$ cat config.mk
export PLATFORM = sky130hd
export DESIGN_NAME = btsd_decoder
export DESIGN_NICKNAME = d
export VERILOG_FILES = /design/src/inc/btsd_pkg.sv /design/src/rtl/btsd_decoder.sv
export SDC_FILE = /design/constraint.sdc
export NUM_CORES = 1
export LEC_CHECK = 0
export BUFFER_PORTS_ARGS = -buffer_cell sky130_fd_sc_hd__clkbuf_2
export CAP_MARGIN = 10
export CORE_UTILIZATION = 43
export CTS_BUF_LIST = sky130_fd_sc_hd__clkbuf_4 sky130_fd_sc_hd__clkbuf_8
export CTS_CLUSTER_DIAMETER = 80
export DETAILED_ROUTE_END_ITERATION = 6
export PLACE_DENSITY = 0.88
export SKIP_CTS_REPAIR_TIMING = 1
export SYNTH_ARGS = -nofsm -noshare
export SYNTH_HDL_FRONTEND = slang
export SYNTH_SLANG_ARGS = --single-unit
$ cat constraint.sdc
create_clock -name ref_clk -period 1.7 [get_ports ref_clk]
set_clock_uncertainty 0.15 [all_clocks]
set_input_delay 0.085 -clock ref_clk [delete_from_list [all_inputs] [get_ports ref_clk]]
set_output_delay 0.085 -clock ref_clk [all_outputs]
set_load 0.01 [all_outputs]
$ cat src/inc/btsd_pkg.sv
// Package for the bit-test-and-skip decoder: opcodes, field layout and timing.
package btsd_pkg;
    localparam int          INSN_W        = 12;
    localparam int          OPC_HI        = 11;
    localparam int          OPC_LO        = 8;
    localparam int          BIT_HI        = 7;
    localparam int          BIT_LO        = 5;
    localparam int          FILE_HI       = 4;
    localparam int          FILE_LO       = 0;
    localparam logic [3:0]  OPC_SKIP_CLR  = 4'h6;
    localparam logic [3:0]  OPC_SKIP_SET  = 4'h7;
    localparam logic [1:0]  PHASE_LAST    = 2'h3;
    localparam logic [1:0]  PHASE_RST     = 2'h0;
    localparam logic [11:0] NOP_WORD      = 12'h000;

    typedef struct packed {
        logic [3:0] opcode;
        logic [2:0] bit_sel;
        logic [4:0] file_addr;
    } btsd_insn_s;

    typedef struct packed {
        logic       valid;
        logic       skip;
        logic [4:0] file_addr;
        logic [2:0] bit_sel;
    } btsd_dec_s;
endpackage

$ cat src/rtl/btsd_decoder.sv
// Bit-test-and-skip decode and execute logic for a 12-bit instruction core.
`timescale 1ns/10ps
// Summary of operation
// RULE_01 - Opcode 0110: skip when tested bit clear.
// RULE_02 - Clear skip: drop prefetch, run NOP instead.
// RULE_03 - Opcode 0111: skip when tested bit set.
// RULE_04 - Set skip: drop prefetch, run NOP instead.
// RULE_05 - Condition false: one cycle, next runs normally.
// RULE_06 - File address 0..31, bit index 0..7.
// RULE_07 - Bit index bits 7:5, file bits 4:0.
// RULE_08 - Instruction cycle spans four oscillator periods.
// RULE_09 - No flag, W or file register change.
module btsd_decoder (
    input  wire logic                         ref_clk,
    input  wire logic                         sys_rst,
    input  wire logic [btsd_pkg::INSN_W-1:0]  insn_word,
    input  wire logic [7:0]                   file_rd_data,
    output logic      [4:0]                   file_rd_addr,
    output logic                              cycle_end,
    output logic                              skip_active,
    output logic      [btsd_pkg::INSN_W-1:0]  exec_word,
    output logic                              is_bit_test_skip_clear,
    output logic                              is_bit_test_skip_set
);
    btsd_pkg::btsd_insn_s insn;
    btsd_pkg::btsd_dec_s  dec;
    logic [1:0]                  phase_r, phase_nxt;
    logic                        skip_r, skip_nxt;
    logic [btsd_pkg::INSN_W-1:0] exec_r, exec_nxt;
    logic                        tested_bit;
    logic [7:0]                  bit_lane;

    // Field extraction follows the bit-oriented format.
    assign insn = btsd_pkg::btsd_insn_s'(insn_word); // RULE_07
    assign is_bit_test_skip_clear = (insn.opcode == btsd_pkg::OPC_SKIP_CLR); // RULE_01
    assign is_bit_test_skip_set   = (insn.opcode == btsd_pkg::OPC_SKIP_SET); // RULE_03
    // Five address bits reach every location 0..31; the index picks one of eight bits.
    assign file_rd_addr = insn.file_addr; // RULE_06
    // One lane per data bit; only the lane whose index matches the operand passes its level.
    for (genvar g = 0; g < 8; g++) begin : g_bit_lane
        assign bit_lane[g] = file_rd_data[g] && (insn.bit_sel == 3'(g)); // RULE_06
    end
    assign tested_bit   = |bit_lane; // RULE_06

    always_comb begin
        dec.valid     = is_bit_test_skip_clear || is_bit_test_skip_set;
        dec.file_addr = insn.file_addr;
        dec.bit_sel   = insn.bit_sel;
        dec.skip      = (is_bit_test_skip_clear && !tested_bit) // RULE_01
                     || (is_bit_test_skip_set && tested_bit); // RULE_03
    end

    // Four ref_clk periods model the four oscillator periods of one cycle.
    assign cycle_end = (phase_r == btsd_pkg::PHASE_LAST); // RULE_08

    always_comb begin
        phase_nxt = phase_r + 2'h1; // RULE_08
        skip_nxt  = skip_r;
        exec_nxt  = exec_r;
        if (cycle_end) begin
            if (skip_r) begin
                // The prefetched word is replaced, so its skip test is never evaluated.
                exec_nxt = btsd_pkg::NOP_WORD; // RULE_02 RULE_04
                skip_nxt = 1'b0;
            end else begin
                exec_nxt = insn_word; // RULE_05
                skip_nxt = !skip_active && dec.valid && dec.skip; // RULE_02 RULE_04 RULE_05
            end
        end
    end

    always_ff @(posedge ref_clk) begin
        if (sys_rst) begin
            phase_r <= btsd_pkg::PHASE_RST;
            skip_r  <= 1'b0;
            exec_r  <= btsd_pkg::NOP_WORD;
        end else begin
            phase_r <= phase_nxt;
            skip_r  <= skip_nxt;
            exec_r  <= exec_nxt;
        end
    end

    // This block has no write path to W, status or the file array at all.
    assign skip_active = skip_r; // RULE_09
    assign exec_word   = exec_r;

    a_skip_clear_nop: assert property (@(posedge ref_clk) disable iff (sys_rst) // RULE_02
        cycle_end && !skip_r && is_bit_test_skip_clear && !tested_bit
        |=> skip_r ##3 (cycle_end && skip_r) ##1 (exec_word == btsd_pkg::NOP_WORD && !skip_r))
        else $error("Clear skip did not replace next word with NOP.");
    a_skip_set_nop: assert property (@(posedge ref_clk) disable iff (sys_rst) // RULE_04
        cycle_end && !skip_r && is_bit_test_skip_set && tested_bit
        |=> skip_r ##3 (cycle_end && skip_r) ##1 (exec_word == btsd_pkg::NOP_WORD && !skip_r))
        else $error("Set skip did not replace next word with NOP.");
    a_no_skip_pass: assert property (@(posedge ref_clk) disable iff (sys_rst) // RULE_05
        cycle_end && !skip_r && is_bit_test_skip_clear && tested_bit
        |=> !skip_r && exec_word == $past(insn_word))
        else $error("Clear test with bit set still skipped.");
    a_set_no_skip: assert property (@(posedge ref_clk) disable iff (sys_rst) // RULE_05
        cycle_end && !skip_r && is_bit_test_skip_set && !tested_bit
        |=> !skip_r)
        else $error("Set test with bit clear still skipped.");
    a_cycle_four: assert property (@(posedge ref_clk) disable iff (sys_rst) // RULE_08
        cycle_end |=> !cycle_end [*3] ##1 cycle_end)
        else $error("Instruction cycle is not four clocks.");
    a_exec_hold: assert property (@(posedge ref_clk) disable iff (sys_rst) // RULE_05
        !cycle_end |=> $stable(exec_word))
        else $error("Executed word changed inside a cycle.");
    a_addr_field: assert property (@(posedge ref_clk) disable iff (sys_rst) // RULE_07
        file_rd_addr == insn_word[4:0])
        else $error("File address not taken from bits 4:0.");
    a_skip_once: assert property (@(posedge ref_clk) disable iff (sys_rst) // RULE_02
        $rose(skip_r) |-> skip_r [*4] ##1 !skip_r)
        else $error("Skip lasted other than one cycle.");

    // Reset parks the phase counter and clears any pending skip.
    a_reset_idle: assert property (@(posedge ref_clk) // RULE_08
        sys_rst
        |=> phase_r == btsd_pkg::PHASE_RST && !skip_r && exec_word == btsd_pkg::NOP_WORD)
        else $error("Reset did not return the decoder to idle.");

    // The first instruction boundary after reset comes on the fourth edge.
    a_first_end: assert property (@(posedge ref_clk) // RULE_08
        $fell(sys_rst)
        |-> !cycle_end [*3] ##1 cycle_end)
        else $error("First cycle end after reset misplaced.");

    // The clear flag follows the opcode nibble alone, whatever the operands hold.
    a_clr_decode: assert property (@(posedge ref_clk) disable iff (sys_rst) // RULE_01
        is_bit_test_skip_clear
        == (insn_word[btsd_pkg::OPC_HI:btsd_pkg::OPC_LO] == btsd_pkg::OPC_SKIP_CLR))
        else $error("Clear opcode decode wrong.");

    // The set flag follows the opcode nibble alone, whatever the operands hold.
    a_set_decode: assert property (@(posedge ref_clk) disable iff (sys_rst) // RULE_03
        is_bit_test_skip_set
        == (insn_word[btsd_pkg::OPC_HI:btsd_pkg::OPC_LO] == btsd_pkg::OPC_SKIP_SET))
        else $error("Set opcode decode wrong.");

    // A word can never be both tests at once.
    a_decode_excl: assert property (@(posedge ref_clk) disable iff (sys_rst) // RULE_01
        !(is_bit_test_skip_clear
        && is_bit_test_skip_set))
        else $error("Both test decodes active together.");

    // The lane network must agree with a direct index of the read data.
    a_bit_pick: assert property (@(posedge ref_clk) disable iff (sys_rst) // RULE_07
        tested_bit
        == file_rd_data[insn_word[btsd_pkg::BIT_HI:btsd_pkg::BIT_LO]])
        else $error("Tested bit not the one selected by bits 7:5.");

    // The decoded operand fields sit where the bit-oriented format puts them.
    a_dec_fields: assert property (@(posedge ref_clk) disable iff (sys_rst) // RULE_07
        dec.file_addr == insn_word[btsd_pkg::FILE_HI:btsd_pkg::FILE_LO]
        && dec.bit_sel == insn_word[btsd_pkg::BIT_HI:btsd_pkg::BIT_LO])
        else $error("Decoded operand fields misplaced.");

    // A taken clear test still executes itself before the dropped word.
    a_clr_skip_self: assert property (@(posedge ref_clk) disable iff (sys_rst) // RULE_01
        cycle_end && !skip_r && is_bit_test_skip_clear && !tested_bit
        |=> skip_r && exec_word == $past(insn_word))
        else $error("Clear test with bit clear did not arm the skip.");

    // A taken set test still executes itself before the dropped word.
    a_set_skip_self: assert property (@(posedge ref_clk) disable iff (sys_rst) // RULE_03
        cycle_end && !skip_r && is_bit_test_skip_set && tested_bit
        |=> skip_r && exec_word == $past(insn_word))
        else $error("Set test with bit set did not arm the skip.");

    // An untaken set test passes the word on and arms nothing.
    a_set_pass_exec: assert property (@(posedge ref_clk) disable iff (sys_rst) // RULE_05
        cycle_end && !skip_r && is_bit_test_skip_set && !tested_bit
        |=> !skip_r && exec_word == $past(insn_word))
        else $error("Untaken set test did not execute normally.");

    // A dropped word is never decoded, so a skip cannot chain into another.
    a_chain_refused: assert property (@(posedge ref_clk) disable iff (sys_rst) // RULE_02
        cycle_end && skip_r
        |=> !skip_r && exec_word == btsd_pkg::NOP_WORD)
        else $error("Skip chained or dropped word executed.");

    // Any other instruction runs normally and never arms a skip.
    a_other_no_skip: assert property (@(posedge ref_clk) disable iff (sys_rst) // RULE_05
        cycle_end && !skip_r && !dec.valid
        |=> !skip_r && exec_word == $past(insn_word))
        else $error("Non-test instruction disturbed program flow.");

    // A skip can only be armed at an instruction boundary.
    a_skip_at_end: assert property (@(posedge ref_clk) disable iff (sys_rst) // RULE_02
        $rose(skip_r)
        |-> $past(cycle_end))
        else $error("Skip armed inside a cycle.");

    // A skip is only armed by a test whose condition held.
    a_skip_reason: assert property (@(posedge ref_clk) disable iff (sys_rst) // RULE_03
        $rose(skip_r)
        |-> $past((is_bit_test_skip_clear && !tested_bit) || (is_bit_test_skip_set && tested_bit)))
        else $error("Skip armed without a true test.");

    // The executed word only moves at an instruction boundary.
    a_exec_at_end: assert property (@(posedge ref_clk) disable iff (sys_rst) // RULE_05
        $changed(exec_word)
        |-> $past(cycle_end))
        else $error("Executed word moved inside a cycle.");

    // The dropped word costs exactly one extra four-clock cycle.
    a_skip_cost: assert property (@(posedge ref_clk) disable iff (sys_rst) // RULE_08
        $rose(skip_r)
        |-> !cycle_end [*3] ##1 cycle_end)
        else $error("Skip cycle is not four clocks.");

    // The phase counter steps by one inside a cycle.
    a_phase_step: assert property (@(posedge ref_clk) disable iff (sys_rst) // RULE_08
        !cycle_end
        |=> phase_r == $past(phase_r) + 2'h1)
        else $error("Phase counter did not step by one.");

    // Only the fetched word or a NOP is ever executed; nothing is written back.
    a_exec_source: assert property (@(posedge ref_clk) disable iff (sys_rst) // RULE_09
        cycle_end
        |=> exec_word == btsd_pkg::NOP_WORD || exec_word == $past(insn_word))
        else $error("Executed word from an unknown source.");
endmodule // btsd_decoder
==> run metrics <==
Synth cell types=15; Rows=13; EDFF count, synth=0; Core Region=roughly 1400 um^2; Syn Nets=between 90 and 100; CTS H-tree lvls=1; TritonCTS clock tree=built; Commonest cells post-synth=dfxtp_1 (15), nor2_1 (15), nor2b_1 (14), a21oi_1 (12), buf_4 (5); Wirelength per Cell=about 12 um; HP Start=sys_rst; kind of critical path=in -> reg; Hold Crit Class=in -> reg; sequential share of the synthesized area=0.4412; grt total ovfl=0; Place WS=between 0.1 and 0.15 ns; via count=~720; WL final=1758 um; maximum VDD drop=352.9 uV; fin. max-slew vios=0; Worst setup SP type=input pin; Syn. warnings=0; Mapped Cells=76; worst path required time=approximately 1.7 ns; Final ANT Viol Nets=0; RR Endpoint=skip_active$_SDFFE_PP0P_; share of post-route cells with drive strength above 1=0.3828; first-pass GRT wire length=2753 um; reg2reg setup slack=roughly 0.24 ns; DP HPWL=~1300 um; Crit. End Element=register; fin crit share=0.9150; maxcap violations=0; pwr dens=695.4 nW/um^2; top-area cell type share of the netlist area=0.4412; # port buffers=42; area delta synth->final=50.92%; total CTS buffers=3; final setup fails=0; DIE HEIGHT=41.79 um; vias in the first global route=between 600 and 700; TNS Setup=0 ns; placed cells=roughly 130; Root Driver=clkbuf_4; die area=between 1500 and 2000 um^2; Placer Congestion=between 0.6 and 0.7; Avg Inst Size Synth=approximately 9.0 um^2; Max Freq=642.9 MHz; boundary pin count=43; Mapped Area=680.7 um^2; WHS Endpoint=phase_r[0]$_SDFF_PP0_; First-pass DRT Iterations=4; Die Wd=between 40 and 50 um; Yosys reg bits=15; reg2reg path depth=6; unrepaired setup endpoints after global routing=false; area leader, netlist=dfxtp_1; n_diodes=0; Worst slew margin=0.7762; ys async rst share=0; leakage=0.5354 nW; initial core utilization=0.4923; Synth area leaders=dfxtp_1 (44%), nor2b_1 (13%), a21oi_1 (8.8%), nor2_1 (8.3%), mux4_1 (7.7%); Crit Reg-Reg Startpoint=phase_r[0]$_SDFF_PP0_; Main synth FF type=dfxtp_1; outcome=finished, final reports clean; setup ws final=approximately 0.14 ns; initial antenna violation count=0; Iter 0 DRT Violations=9; clock latency on the worst-skew pair=approximately 0.28 ns; # DRC=0; final net count=152; Non-Filler Instances=~140; Final Hold Fails=0; clk sinks=15; fillcell total=around 110; Tmin final=about 1.6 ns; peak fanout along the critical path=3; Global Route Usage Sum=0.2092; Clock Tree Buf Depth=2; Arrival @ worst endpoint=about 1.6 ns; DR vias/cell=5.049; clock-pin transition on the worst setup and hold timing paths=0.09 ns; largest net degree at the start of global routing=18; Least-Margin Pin Slew=around 0.34 ns; Util after Layout=0.7430; overall power=just over 0.7 mW; hold depth=2
## how the worst max path moves through the flow
stage	startpoint	endpoint	slack, ns	depth (start not counted)
final	insn_word[7]	skip_active$_SDFFE_PP0P_	0.14	6
after global routing	insn_word[7]	skip_active$_SDFFE_PP0P_	0.02	6
after CTS	phase_r[0]$_SDFF_PP0_	skip_active$_SDFFE_PP0P_	0.24	6
after detailed placement	insn_word[5]	skip_active$_SDFFE_PP0P_	0.11	5
after global placement	insn_word[5]	skip_active$_SDFFE_PP0P_	0.19	5
after floorplan	phase_r[0]$_SDFF_PP0_	exec_word[10]$_SDFFE_PP0P_	0.18	5
## layout make-up
type	instances	area, um^2	area share
multi-input combinational	51	324.1	0.3155
clock inverter	1	5.005	0.004872
tap	15	18.77	0.01827
sequential	15	300.3	0.2923
timing repair buffer	57	352.8	0.3435
inverter	1	3.754	0.003654
clock buffer	3	22.52	0.02192
## metrics by stage
step | hold WS (ns) | cell area, um^2
2_1_floorplan | 0.06753 | 680.7
3_3_place_gp | 0.1773 | 879.6
3_5_place_dp | 0.1893 | 879.6
4_1_cts | -0.1075 | 907.1
5_1_grt | 0.05083 | 1027
6_report | 0.04837 | 1027
## sequential cells by signal, indices dropped and copies added, names as in the netlist
name / cells
exec_word: 12
skip_active: 1
phase_r: 2
## critical path, stage by stage
cell and delay, ns:
dlygate4sd3_1 0.52, clkbuf_2 0.13, mux4_1 0.28, mux2i_1 0.22
nor3_1 0.08, a211o_1 0.27
## where the power goes
| part | internal (mW) | switching (mW) | leakage (nW) |
|---|---|---|---|
| Combinational | 0.0756 | 0.0636 | 0.396 |
| Clock | 0.0873 | 0.117 | 0.0177 |
| Sequential | 0.365 | 0.00607 | 0.122 |
| Total | 0.528 | 0.187 | 0.535 |
## layout by cell type (no fill, tap or decap)
| cell type | count |
|---|---|
| clkbuf_4 | 3 |
| a211o_1 | 1 |
| clkinv_2 | 1 |
| buf_4 | 3 |
| dlygate4sd3_1 | 12 |
| inv_1 | 1 |
| nor2_1 | 15 |
| nor3b_1 | 1 |
| clkbuf_2 | 42 |
| nor3_1 | 1 |
| ha_1 | 1 |
| dfxtp_1 | 15 |
| mux4_1 | 2 |
| mux2i_1 | 1 |
| nor4b_1 | 1 |
| nor2b_1 | 14 |
| a21oi_1 | 12 |
| nand3b_1 | 2 |
## routing by layer
metal,track usage,wire length (um),vias up
met5,0,0,-
met4,0.07742,19,0
met3,0.05217,127,4
met2,0.3969,976,33
met1,0.2168,634,333
li1,-,-,352
## cells by family (layout without fill, tap and decap cells)
logic type | Yosys count | count (layout) | share of synthesized area
simple gates | 34 | 34 | 0.2647
flops | 15 | 15 | 0.4412
compound gates | 13 | 13 | 0.1011
buf+inv | 10 | 62 | 0.08271
fa+ha+maj | 1 | 1 | 0.01838
mux | 3 | 3 | 0.09191
(Power assumes the default switching activity.)
